$ cat config.mk
export PLATFORM = sky130hd
export DESIGN_NAME = frlp_top
export DESIGN_NICKNAME = d
export VERILOG_FILES = /design/src/logic/frlp_pkg.sv /design/src/logic/frlp_latch_bank.sv /design/src/logic/frlp_top.sv
export VERILOG_INCLUDE_DIRS = /design/src /design/src/logic
export SDC_FILE = /design/constraint.sdc
export NUM_CORES = 1
export LEC_CHECK = 0
export BUFFER_PORTS_ARGS = -buffer_cell sky130_fd_sc_hd__buf_2
export CORE_ASPECT_RATIO = 0.7
export CORE_UTILIZATION = 42
export CTS_BUF_LIST = sky130_fd_sc_hd__clkbuf_8
export DETAILED_ROUTE_END_ITERATION = 7
export HOLD_SLACK_MARGIN = 0.02
export MAX_ROUTING_LAYER = met4
export SLEW_MARGIN = 20
export SYNTH_ARGS = -nofsm -noshare
export SYNTH_HDL_FRONTEND = slang
export SYNTH_SLANG_ARGS = --single-unit
$ cat constraint.sdc
create_clock -name clock_i -period 3.1 [get_ports clock_i]
set_input_delay 0 -clock clock_i [delete_from_list [all_inputs] [get_ports clock_i]]
set_output_delay 0 -clock clock_i [all_outputs]
set_load 0.05 [all_outputs]
$ cat src/logic/frlp_defines.svh
// Constants of the flash row latch programmer: sizes, keys, reset values.
// Assumes inclusion by the package and by every design file that needs it.
`ifndef FRLP_DEFINES_SVH
`define FRLP_DEFINES_SVH

// Latch bank shape: one row of words
`define FRLP_LATCH_WORDS   32
`define FRLP_WORD_WIDTH    14
`define FRLP_INDEX_WIDTH   5

// Blank value of an unprogrammed word
`define FRLP_BLANK_WORD    14'h3fff

// Word address layout: row in the upper ten bits, latch index below
`define FRLP_ADDR_WIDTH    15
`define FRLP_ROW_MSB       14
`define FRLP_ROW_LSB       5
`define FRLP_INDEX_MSB     4
`define FRLP_HIGH_WIDTH    7
`define FRLP_LOW_WIDTH     8
`define FRLP_DATA_HIGH_W   6

// Unlock keys, written in this order to the key register
`define FRLP_KEY_FIRST     8'h55
`define FRLP_KEY_SECOND    8'haa

// Top word of user flash while the configuration space is deselected
`define FRLP_USER_TOP      15'h17ff

`endif

$ cat src/logic/frlp_pkg.sv
// Types of the flash row latch programmer: sequencer states, array commands.
// Assumes the defines header is on the include path.
`include "frlp_defines.svh"

package frlp_pkg;

  // Sequencer states
  typedef enum logic [2:0] {
    FRLP_IDLE    = 3'b000,
    FRLP_KEY_ONE = 3'b001,
    FRLP_ARMED   = 3'b010,
    FRLP_LATCH   = 3'b011,
    FRLP_PROG    = 3'b100,
    FRLP_ERASE   = 3'b101,
    FRLP_READ    = 3'b110
  } frlp_state_type;

  // Commands offered to the flash array
  typedef enum logic [1:0] {
    FRLP_CMD_READ    = 2'b00,
    FRLP_CMD_PROGRAM = 2'b01,
    FRLP_CMD_ERASE   = 2'b10
  } frlp_cmd_type;

endpackage : frlp_pkg

$ cat src/logic/frlp_latch_bank.sv
// Bank of word write latches covering one flash row.
// Assumes one clock and a synchronous active-low reset; load and clear are
// single-cycle pulses from the sequencer.
`timescale 1ns/10ps
`include "frlp_defines.svh"

module frlp_latch_bank #(
  parameter int          WORDS   = `FRLP_LATCH_WORDS,
  parameter int          WIDTH   = `FRLP_WORD_WIDTH,
  parameter int          IDX_W   = `FRLP_INDEX_WIDTH,
  parameter [WIDTH-1:0]  BLANK   = `FRLP_BLANK_WORD
) (
  input  wire logic             clock_i,
  input  wire logic             rst_n_i,
  input  wire logic             clear_i,
  input  wire logic             load_i,
  input  wire logic [IDX_W-1:0] load_idx_i,
  input  wire logic [WIDTH-1:0] load_data_i,
  input  wire logic [IDX_W-1:0] rd_idx_i,
  output logic      [WIDTH-1:0] rd_data_o
);

  logic [WIDTH-1:0] latch [WORDS];

  // Latch storage: blank after reset and after every completed program or erase
  always_ff @(posedge clock_i)
  begin
    if (!rst_n_i || clear_i)
    begin
      for (int i = 0; i < WORDS; i++)
      begin
        latch[i] <= BLANK;                    // [RULE6] [RULE7]
      end
    end
    else if (load_i)
    begin
      latch[load_idx_i] <= load_data_i;       // [RULE8]
    end
  end

  // Word picked for the array by the sequencer's index
  assign rd_data_o = latch[rd_idx_i];

endmodule : frlp_latch_bank

$ cat src/logic/frlp_top.sv
// Flash row latch programmer: unlock check, latch loading, row commit,
// row erase and word read toward the program flash array.
// Assumes the core drives every input from the same clock, and that the
// array takes one command per valid/ready handshake and pulses done.
//
// Summary of operation
// RULE1 - Software programs only erased words; commit never erases first.
// RULE2 - Erase always acts on a whole row, never on a smaller unit.
// RULE3 - One commit writes at most the 32 latches of one row.
// RULE4 - Row is address bits 14:5; bits 4:0 pick the latch.
// RULE5 - Loads and commits stay inside the addressed row.
// RULE6 - Every completed program or erase returns all latches to 3fff.
// RULE7 - Unloaded latches stay blank and are programmed blank.
// RULE8 - Latch-only set: unlocked start copies the data pair into a latch.
// RULE9 - Latch-only clear: unlocked start programs the whole latch bank.
// RULE10 - Loads and commits need the full unlock; broken sequences do nothing. Here a broken sequence also sets the error flag.
// RULE11 - Software enables, picks flash, sets latch-only, loads each word.
// RULE12 - Software clears latch-only and unlocks once more to commit.
// RULE13 - Flash space 0000 to 17ff is readable and writable.
// RULE14 - Unlock order is 55, then aa, then start, uninterrupted.
// RULE15 - Protected commit or erase clears start, sets error, no change.
// RULE16 - Latch loads ignore protection and never touch the array.
// RULE17 - The core stalls from start until the operation completes.
// RULE18 - Hardware clears the start bit when a load or commit completes.
`timescale 1ns/10ps
`include "frlp_defines.svh"

module frlp_top (
  input  wire logic                          clock_i,
  input  wire logic                          rst_n_i,
  // Control bits from the core
  input  wire logic                          program_enable_i,
  input  wire logic                          latch_only_load_i,
  input  wire logic                          config_space_select_i,
  input  wire logic                          erase_select_i,
  input  wire logic                          start_i,
  input  wire logic                          read_start_i,
  input  wire logic                          seq_break_i,
  input  wire logic                          error_set_i,
  input  wire logic                          error_clear_i,
  // Unlock key register write
  input  wire logic                          key_wr_i,
  input  wire logic [7:0]                    key_data_i,
  // Address and data register pairs
  input  wire logic [`FRLP_HIGH_WIDTH-1:0]   flash_address_high_i,
  input  wire logic [`FRLP_LOW_WIDTH-1:0]    flash_address_low_i,
  input  wire logic [`FRLP_DATA_HIGH_W-1:0]  flash_data_high_i,
  input  wire logic [`FRLP_LOW_WIDTH-1:0]    flash_data_low_i,
  input  wire logic                          write_protected_i,
  // Status toward the core
  output logic                               start_busy_o,
  output logic                               stall_o,
  output logic                               program_error_flag_o,
  output logic      [`FRLP_WORD_WIDTH-1:0]   read_data_o,
  // Flash array side
  output logic                               flash_cmd_valid_o,
  input  wire logic                          flash_cmd_ready_i,
  output frlp_pkg::frlp_cmd_type             flash_cmd_o,
  output logic      [`FRLP_ADDR_WIDTH-1:0]   flash_addr_o,
  output logic      [`FRLP_WORD_WIDTH-1:0]   flash_wdata_o,
  input  wire logic                          flash_done_i,
  input  wire logic [`FRLP_WORD_WIDTH-1:0]   flash_rdata_i
);

  import frlp_pkg::*;

  localparam logic [`FRLP_INDEX_WIDTH-1:0] LAST_IDX =
    `FRLP_INDEX_WIDTH'(`FRLP_LATCH_WORDS - 1);

  frlp_state_type                   state;
  logic                             cmd_wait;
  logic [`FRLP_ADDR_WIDTH-1:0]      op_addr;
  logic [`FRLP_ADDR_WIDTH-1:0]      full_addr;
  logic [`FRLP_WORD_WIDTH-1:0]      data_pair;
  logic                             key_first;
  logic                             key_second;
  logic                             target_ok;
  logic                             go;
  logic                             go_latch;
  logic                             go_array;
  logic                             go_refused;
  logic                             seq_broken;
  logic                             cmd_fire;
  logic                             op_last;
  logic                             clear_latches;
  logic                             read_ok;

  // Register pairs joined into word address and word data
  assign full_addr = {flash_address_high_i, flash_address_low_i};   // [RULE4]
  assign data_pair = {flash_data_high_i, flash_data_low_i};

  // Unlock key recognition
  assign key_first  = key_wr_i && (key_data_i == `FRLP_KEY_FIRST);
  assign key_second = key_wr_i && (key_data_i == `FRLP_KEY_SECOND);

  // Only user flash up to and including the top word is a target for array access
  assign target_ok = !config_space_select_i
                  && (full_addr <= `FRLP_USER_TOP);                  // [RULE13]
  assign read_ok   = target_ok;

  // Start taken only after both keys, with writes enabled
  assign go         = (state == FRLP_ARMED) && start_i && program_enable_i
                   && !seq_break_i && !key_wr_i;                    // [RULE10]
  assign go_latch   = go && latch_only_load_i && !erase_select_i;   // [RULE16]
  assign go_array   = go && !go_latch && target_ok
                   && !write_protected_i;                           // [RULE15]
  assign go_refused = go && !go_latch && !go_array;                 // [RULE15]

  // Sequence broken: stray event between the steps, or start too early
  assign seq_broken =
      ((state == FRLP_KEY_ONE)
        && (seq_break_i || start_i || (key_wr_i && !key_second)))
   || ((state == FRLP_ARMED) && (seq_break_i || key_wr_i))
   || ((state == FRLP_IDLE) && start_i && program_enable_i);        // [RULE14]

  // Array handshake and end of the current array operation
  assign cmd_fire = flash_cmd_valid_o && flash_cmd_ready_i;
  assign op_last  = cmd_wait && flash_done_i
                 && ((state != FRLP_PROG)
                     || (op_addr[`FRLP_INDEX_MSB:0] == LAST_IDX));  // [RULE3]
  assign clear_latches = op_last
                      && ((state == FRLP_PROG) || (state == FRLP_ERASE));

  // Sequencer state
  always_ff @(posedge clock_i)
  begin
    if (!rst_n_i)
    begin
      state <= FRLP_IDLE;
    end
    else
    begin
      unique case (state)
        FRLP_IDLE:
        begin
          if (read_start_i && read_ok)
          begin
            state <= FRLP_READ;
          end
          else if (key_first && !seq_break_i && !start_i)
          begin
            state <= FRLP_KEY_ONE;                                  // [RULE14]
          end
        end
        FRLP_KEY_ONE:
        begin
          if (seq_broken)
          begin
            state <= FRLP_IDLE;                                     // [RULE10]
          end
          else if (key_second)
          begin
            state <= FRLP_ARMED;                                    // [RULE14]
          end
        end
        FRLP_ARMED:
        begin
          if (go_latch)
          begin
            state <= FRLP_LATCH;                                    // [RULE8]
          end
          else if (go_array && erase_select_i)
          begin
            state <= FRLP_ERASE;                                    // [RULE2]
          end
          else if (go_array)
          begin
            state <= FRLP_PROG;                                     // [RULE9]
          end
          else if (seq_broken || go_refused)
          begin
            state <= FRLP_IDLE;                                     // [RULE10]
          end
        end
        FRLP_LATCH:
        begin
          state <= FRLP_IDLE;                                       // [RULE18]
        end
        FRLP_PROG, FRLP_ERASE, FRLP_READ:
        begin
          if (op_last)
          begin
            state <= FRLP_IDLE;                                     // [RULE18]
          end
        end
        default:
        begin
          state <= FRLP_IDLE;
        end
      endcase
    end
  end

  // One command outstanding at a time; wait for done before the next
  always_ff @(posedge clock_i)
  begin
    if (!rst_n_i)
    begin
      cmd_wait <= 1'b0;
    end
    else if (cmd_fire)
    begin
      cmd_wait <= 1'b1;
    end
    else if (cmd_wait && flash_done_i)
    begin
      cmd_wait <= 1'b0;
    end
  end

  // Operation address: row fixed at start, index walks within the row
  always_ff @(posedge clock_i)
  begin
    if (!rst_n_i)
    begin
      op_addr <= '0;
    end
    else if (go_array)
    begin
      op_addr <= {full_addr[`FRLP_ROW_MSB:`FRLP_ROW_LSB],
                  `FRLP_INDEX_WIDTH'(0)};                           // [RULE5]
    end
    else if ((state == FRLP_IDLE) && read_start_i)
    begin
      op_addr <= full_addr;
    end
    else if ((state == FRLP_PROG) && cmd_wait && flash_done_i && !op_last)
    begin
      // Only the index field counts, so the row can never change
      op_addr[`FRLP_INDEX_MSB:0] <=
        op_addr[`FRLP_INDEX_MSB:0] + 1'b1;                          // [RULE5]
    end
  end

  // Error flag: hardware and software set it, software clears it; set wins
  always_ff @(posedge clock_i)
  begin
    if (!rst_n_i)
    begin
      program_error_flag_o <= 1'b0;
    end
    else if (seq_broken || go_refused || error_set_i)
    begin
      program_error_flag_o <= 1'b1;                                 // [RULE15]
    end
    else if (error_clear_i)
    begin
      program_error_flag_o <= 1'b0;
    end
  end

  // Read data: array word on done, zeros for an address outside user flash
  always_ff @(posedge clock_i)
  begin
    if (!rst_n_i)
    begin
      read_data_o <= '0;
    end
    else if ((state == FRLP_IDLE) && read_start_i && !read_ok)
    begin
      read_data_o <= '0;
    end
    else if ((state == FRLP_READ) && cmd_wait && flash_done_i)
    begin
      read_data_o <= flash_rdata_i;                                 // [RULE13]
    end
  end

  // Start bit and stall follow the state register
  assign start_busy_o = (state == FRLP_LATCH) || (state == FRLP_PROG)
                     || (state == FRLP_ERASE);                      // [RULE18]
  assign stall_o      = start_busy_o || (state == FRLP_READ);       // [RULE17]

  // Array command channel; latch loads never raise it
  assign flash_cmd_valid_o = !cmd_wait
                          && ((state == FRLP_PROG) || (state == FRLP_ERASE)
                              || (state == FRLP_READ));             // [RULE16]
  assign flash_addr_o      = op_addr;
  always_comb
  begin
    unique case (state)
      FRLP_PROG:  flash_cmd_o = FRLP_CMD_PROGRAM;                   // [RULE9]
      FRLP_ERASE: flash_cmd_o = FRLP_CMD_ERASE;                     // [RULE2]
      default:    flash_cmd_o = FRLP_CMD_READ;
    endcase
  end

  // Write latches: a load start fills one word, and a commit start also
  // takes the last data word before the row is programmed
  frlp_latch_bank #(
    .WORDS (`FRLP_LATCH_WORDS),
    .WIDTH (`FRLP_WORD_WIDTH),
    .IDX_W (`FRLP_INDEX_WIDTH),
    .BLANK (`FRLP_BLANK_WORD)
  ) u_latch_bank (
    .clock_i     (clock_i),
    .rst_n_i     (rst_n_i),
    .clear_i     (clear_latches),                                   // [RULE6]
    .load_i      (go_latch || (go_array && !erase_select_i)),    // [RULE8]
    .load_idx_i  (full_addr[`FRLP_INDEX_MSB:0]),                    // [RULE4]
    .load_data_i (data_pair),
    .rd_idx_i    (op_addr[`FRLP_INDEX_MSB:0]),
    .rd_data_o   (flash_wdata_o)                                    // [RULE7]
  );

endmodule : frlp_top

==> impl_metrics.tcl, run 1 <==
set metrics [dict create \
    dieHeight_um 190 \
    drt-initial-drc-count 1589 \
    maxCapViolCount 0 \
    start_util_pct 42.9 \
    drive_gt1_share_pct 28.3 \
    ys_seq_elements 487 \
    synth_common_cells "491 x nand2_1, 448 x edfxtp_1, 140 x mux4_2, 76 x nor2_1, 39 x dfxtp_1" \
    worstPathArrival_ns 3.03 \
    synthFlopType "edfxtp_1" \
    clock_latency_ns 0.64 \
    instances_no_fill 2461 \
    clock-root-buffer "clkbuf_8" \
    power_frac_comb_pct 11.1 \
    dieWidth_um 271 \
    antenna_found_initial 5 \
    syn_area_um2 21300 \
    r2r_start "flash_addr_o[0]" \
    p_seq_share_pct 52.6 \
    min_from "flash_done_i" \
    ir_drop_mv 0.309 \
    yosysWarnings 0 \
    power_mw 13.7 \
    p_int_mw 10.2 \
    path_clk_slew_ns 0.06 \
    cp-start-kind "register" \
    synth_cells 1472 \
    grt_pass1_vias 14100 \
    crit_type "register to output port" \
    clock_path_buffers 3 \
    final.setup_skew_ns 0.0351 \
    cp_data_required_time_ns 3.10 \
    timing.rr.end "u_latch_bank.latch[14][0]" \
    cp_max_fo 23 \
    wirelength_mm 66.6 \
    leakage_nw 6.64 \
    fin_util_pct 51.6 \
    slew_viol_final 0 \
    ios 115 \
    port_buffers 114 \
    synth_top_area_share_pct 63.3 \
    synth_edf_count 448 \
    yosysMostFrequentCell "nand2_1" \
    hp-class "primary input to register" \
    die_area_um2 51500 \
    postRouteAntennaNets 0 \
    async_reset_ff_share_pct 0 \
    min_path_cells 5 \
    wl_per_cell_um 27.1 \
    drcViolationCount 0 \
    clkSinkCount 487 \
    tightest_slew_ns 1.07 \
    yosys.area.top_type "edfxtp_1" \
    cts_tree "yes" \
    place.gp.congestion 0.830 \
    synth_cell_types 46 \
    cts-buffers-inserted 76 \
    first_pass_iters 5 \
    status "finished, final reports clean" \
    max-slew-margin-rel_pct 28.4 \
    grt_overflow_total 0 \
    r2r_setup_slack_ns 0.25 \
    synth_fp_nets 1540 \
    core_area_um2 49600 \
    area_growth_pct 20.3 \
    nets 1808 \
    synthTopCellsByArea "edfxtp_1 63%, mux4_2 15%, nand2_1 8.7%" \
    p_clk_share_pct 36.2 \
    power_density_nw_per_um2 538 \
    end_kind "output port" \
    syn_avg_cell_area_um2 14.4 \
    dp_cells 2237 \
    timing.fmax_mhz 330 \
    ys_seq_area_share_pct 66.9 \
    vias_per_cell 5.71 \
    period_share_pct 97.7 \
    grt_usage_pct 27.0 \
    hold_viol 0 \
    r2r_cells 8 \
    netSwitchingPower_mw 3.58 \
    fp-row-count 68 \
    sw_frac_of_total_pct 26.0 \
    post-route-min-period_ns 3.03 \
    grt_pass1_wl_mm 95.7 \
    grt_max_degree 49 \
    finalSetupViolations 0 \
    dp_hpwl_mm 40.8 \
    holdWs_ns 0.0870 \
    htreeDepth 3 \
    finalSetupTns_ns 0 \
    num_vias 14100 \
]
power groups by stage:
| stage | Sequential (mW) | Clock (mW) | Combinational (mW) |
|---|---|---|---|
| floorplan | 7.44 | 0 | 0.704 |
| global placement | 7.38 | 0 | 1.34 |
| detailed placement | 7.38 | 0 | 1.34 |
| CTS | 7.24 | 5.07 | 1.49 |
| global route | 7.23 | 5.36 | 1.60 |
| finish | 7.23 | 4.98 | 1.53 |
layout make-up:
type | instances | area (um^2)
clock buffers | 78 | 1070
well taps | 665 | 832
multi-input cells | 872 | 6590
repair buffers | 297 | 2540
clock inverters | 52 | 258
diodes | 4 | 10.0
inverters | 6 | 22.5
flip-flops and latches | 487 | 14200
fillers | 4177 | 24000
sequential cells by signal (all words and copies together) (netlist names), named ones only:
name and count:
cmd_wait 1, flash_addr_o 15, program_error_flag_o 1, state 3, read_data_o 14, u_latch_bank.latch 448
timing repair:
action	4_1_cts	5_1_grt
pin swaps	0	0
buffers inserted	2	2
hold endpoints to repair	487	0
gates resized for setup	6	0
hold buffers	85	0
gates cloned	1	1
endpoints found under the setup margin	11	10
how the worst max path moves through the flow:
stage | start | to | slack [ns] | cells past startpoint
global route | register | flash_wdata_o[7] | -0.009 | 6
finish | register | flash_wdata_o[7] | 0.07 | 6
floorplan | state[2] | u_latch_bank.latch[19][0] | 0.43 | 8
CTS | register | flash_wdata_o[0] | -0.0003 | 5
global placement | flash_addr_o[0] | u_latch_bank.latch[14][1] | 0.24 | 8
detailed placement | flash_addr_o[0] | u_latch_bank.latch[14][1] | 0.31 | 8
cells in the final DEF (no fill, tap or decap), types with 2 or more instances in the layout:
| cell type | n |
|---|---|
| nand2_1 | 491 |
| nand2b_1 | 5 |
| or3b_2 | 3 |
| buf_16 | 3 |
| dfxtp_4 | 2 |
| nor4bb_1 | 4 |
| nor3_1 | 6 |
| o21ai_0 | 10 |
| dfxtp_1 | 35 |
| a31oi_1 | 2 |
| dlygate4sd3_1 | 85 |
| buf_4 | 70 |
| edfxtp_1 | 448 |
| clkinv_2 | 5 |
| inv_1 | 30 |
| dfxtp_2 | 2 |
| nand3b_1 | 5 |
| nor2b_1 | 4 |
| nor2_1 | 75 |
| mux2_2 | 14 |
| diode_2 | 4 |
| ha_1 | 2 |
| nor3_2 | 8 |
| and2_1 | 2 |
| a22oi_1 | 3 |
| mux2i_1 | 11 |
| buf_12 | 24 |
| buf_2 | 113 |
| inv_6 | 2 |
| a21oi_1 | 24 |
| clkinv_1 | 17 |
| a21boi_0 | 2 |
| o21ai_2 | 32 |
| clkinvlp_4 | 2 |
| mux4_2 | 140 |
| or2_1 | 4 |
| nand3_1 | 6 |
| clkbuf_8 | 78 |
worst max-delay path: stages, from the launching register on:
cell     delay (ns)
dfxtp_4        0.37
buf_12         0.15
buf_16         0.22
mux4_2         0.53
mux4_2         0.53
mux2_2         0.32
buf_2          0.22
logic make-up after synthesis:
family | share of synthesized area, %
and+or+nand+nor | 11.8
DFF | 66.9
muxes | 16.1
buffers and inverters | 2.86
AOI/OAI and AO/OA | 2.14
adders and majority gates | 0.118
xor gates and xnor gates | 0.0412
stage by stage:
stage / area [um^2] / setup WS, ns
6_report: 25600 / 0.0721
5_1_grt: 25600 / -0.00945
4_1_cts: 25500 / -0.000340
3_5_place_dp: 23300 / 0.309
3_3_place_gp: 23300 / 0.244
2_1_floorplan: 21300 / 0.434
per-layer routing:
layer | track usage (%) | up-vias | part of all wire (%) | routed length [um]
met2 | 38.8 | 812 | 44 | 29300
met3 | 9.27 | 136 | 13 | 8440
met5 | - | - | 0 | 0
li1 | - | 5982 | - | -
met4 | 9.39 | 0 | 3.3 | 2200
met1 | 35.8 | 7131 | 40 | 26700
No activity file was read; power rests on OpenSTA's default activity.
==> run 2: changes to the inputs <==
--- a/config.mk
+++ b/config.mk
@@ -8,11 +8,12 @@
 export LEC_CHECK = 0
 export BUFFER_PORTS_ARGS = -buffer_cell sky130_fd_sc_hd__buf_2
 export CORE_ASPECT_RATIO = 0.7
-export CORE_UTILIZATION = 42
+export CORE_UTILIZATION = 55
 export CTS_BUF_LIST = sky130_fd_sc_hd__clkbuf_8
 export DETAILED_ROUTE_END_ITERATION = 7
-export HOLD_SLACK_MARGIN = 0.02
+export HOLD_SLACK_MARGIN = 0.03
 export MAX_ROUTING_LAYER = met4
+export PLACE_DENSITY = 0.73
 export SLEW_MARGIN = 20
 export SYNTH_ARGS = -nofsm -noshare
 export SYNTH_HDL_FRONTEND = slang
==> constraint.sdc (replaced) <==
create_clock -name clock_i -period 3.5 [get_ports clock_i]
set_input_delay 0 -clock clock_i [delete_from_list [all_inputs] [get_ports clock_i]]
set_output_delay 0 -clock clock_i [all_outputs]
set_load 0.05 [all_outputs]
==> run 2 against run 1 <==
Wire length shrank 6.3%; clock power decreased by 11%; hold slack lost 0.014 ns; critical path depth increased by 3; final area down 2.8%; utilization up 14 points; cell count is 8.3% lower; sequential power fell by 11%; die area decreased by 23%; power fell by 12%; non-clock buffer count fell by 29; clock skew decreased by 0.013 ns; highest routed layer unchanged.
==> impl_metrics.tcl, run 2 (synthesis results as in run 1) <==
set metrics [dict create \
    cts-resized-gates 0 \
    maxCapViolCount 0 \
    dp_hpwl_mm 39.5 \
    final_cell_mix "491 x nand2_1, 448 x edfxtp_1, 140 x mux4_2" \
    final_common_cell "nand2_1" \
    first_pass_iters 6 \
    ir_drop_mv 0.337 \
    max-slew-margin-rel_pct 25.5 \
    grt_pass1_vias 13800 \
    clock-root-buffer "clkbuf_8" \
    critPathTopFamily "buffers and inverters" \
    port_buffers 114 \
    place.gp.congestion 0.938 \
    wl_per_cell_um 27.7 \
    instances_no_fill 2256 \
    vias_per_cell 6.30 \
    postRouteAntennaNets 0 \
    drt-initial-drc-count 2244 \
    place_ws_ns 0.672 \
    start_util_pct 56.5 \
    slew_viol_final 0 \
    power_frac_comb_pct 10.1 \
    period_share_pct 93.7 \
    dp_cells 2049 \
    htreeDepth 3 \
    clock_latency_ns 0.65 \
    setup_slack_ns 0.221 \
    postCtsSetupBuffers 0 \
    cts-buffers-inserted 75 \
    fp-row-count 59 \
    area_growth_pct 16.9 \
    drive_gt1_share_pct 28.0 \
    routed.top_layer "met4" \
    p_clk_share_pct 36.5 \
    crit_top_cell "dlygate4sd3_1" \
    grt_max_degree 57 \
    netSwitchingPower_mw 3.09 \
    final.setup_skew_ns 0.0223 \
    leakage_nw 6.40 \
    sw_frac_of_total_pct 25.5 \
    p_seq_share_pct 53.4 \
    num_vias 14200 \
    cp-start-kind "register" \
    critical_path_buf_inv_count 4 \
    cp_slowest_stage_delay_ns 0.60 \
    regMostFlops "u_latch_bank.latch" \
    drcViolationCount 0 \
    post-route-min-period_ns 3.28 \
    dieWidth_um 237 \
    hp-class "primary input to register" \
    ios 115 \
    tightest_slew_ns 1.11 \
    clkSinkCount 487 \
    worstPathArrival_ns 3.86 \
    wl_met1_mm 23.0 \
    cp_data_required_time_ns 4.08 \
    die_area_um2 39500 \
    timing.fmax_mhz 305 \
    cts_tree "yes" \
    wirelength_mm 62.4 \
    wl_met3_mm 9.83 \
    p_int_mw 9.00 \
    status "finished, final reports clean" \
    finalSetupViolations 0 \
    antenna_found_initial 5 \
    end_kind "register" \
    grt_usage_pct 33.4 \
    finalSetupTns_ns 0 \
    hold_viol 0 \
    grt_overflow_total 0 \
    clock_path_buffers 3 \
    cts_hold_buf 72 \
    cp_max_fo 11 \
    rsz0062_at_grt "false" \
    cp_cell_sequence "buf_4 > nor3_1 > a21boi_0 > o21ai_0 > dlygate4sd3_1 > nand3_1 > dlygate4sd3_1 > mux2i_1 > dlygate4sd3_1" \
    dr_wl_met2_mm 27.4 \
    crit_type "register to register" \
    dieHeight_um 167 \
    critPathSlowestCell "dlygate4sd3_1" \
    core_area_um2 37600 \
    largest_reg_flops 448 \
    nets 1778 \
    power_density_nw_per_um2 486 \
    grt_pass1_wl_mm 90.6 \
    path_clk_slew_ns 0.07 \
]
[run 2: cell types whose count changed in the layout (fill, tap and decap cells not counted), moves of 2 or more]
| cell | before | now |
|---|---|---|
| buf_12 | 24 | 10 |
| buf_16 | 3 | 0 |
| buf_4 | 70 | 72 |
| clkinv_1 | 17 | 13 |
| clkinv_2 | 5 | 8 |
| dlygate4sd3_1 | 85 | 72 |
[run 2: path summary, 6_finish.rpt]
path                     to      startpoint  cells after the start  slack (ns)
max                state[1]        state[1]                      9        0.22
min                register    flash_done_i                      5        0.07
max reg2reg        state[1]        state[1]                      9        0.22
min reg2reg  read_data_o[7]  read_data_o[7]                      2        0.45
[run 2: worst register-to-register path, stage by stage, from the launching register on]
cell	delay [ns]
dfxtp_1	0.32
buf_4	0.17
nor3_1	0.30
a21boi_0	0.27
o21ai_0	0.12
dlygate4sd3_1	0.56
nand3_1	0.12
dlygate4sd3_1	0.60
mux2i_1	0.19
dlygate4sd3_1	0.57
[run 2: power groups by stage]
stage	registers [mW]	logic [mW]	clock network, mW
CTS	6.45	1.19	4.44
global route	6.46	1.27	4.70
floorplan	6.59	0.624	0
global placement	6.57	1.08	0
finish	6.45	1.22	4.42
detailed placement	6.57	1.09	0
[run 2: final cells by class]
cell class	count	area (um^2)
clock inverter	53	283
timing repair buffer	268	2030
multi-input combinational	872	6590
fill	2611	12800
sequential	487	14200
inverter	6	22.5
antenna	5	12.5
tap	488	611
clock buffer	77	1060
[run 2: per-stage QoR]
step / total power, mW / hold slack [ns] / utilization (%) / instance area, um^2
finish: 12.1 / 0.0730 / 66.0 / 24900
global placement: 7.65 / 0.230 / 60.5 / 22800
CTS: 12.1 / 0.0496 / 66.0 / 24800
global route: 12.4 / 0.102 / 66.0 / 24900
floorplan: 7.21 / 0.136 / - / 21300
detailed placement: 7.66 / 0.241 / 60.5 / 22800
[run 2: layer usage]
metal / track usage (%) / vias up
li1: - / 5916
met1: 46.3 / 7049
met2: 46.9 / 1071
met3: 10.9 / 173
met4: 10.9 / 0
met5: - / -
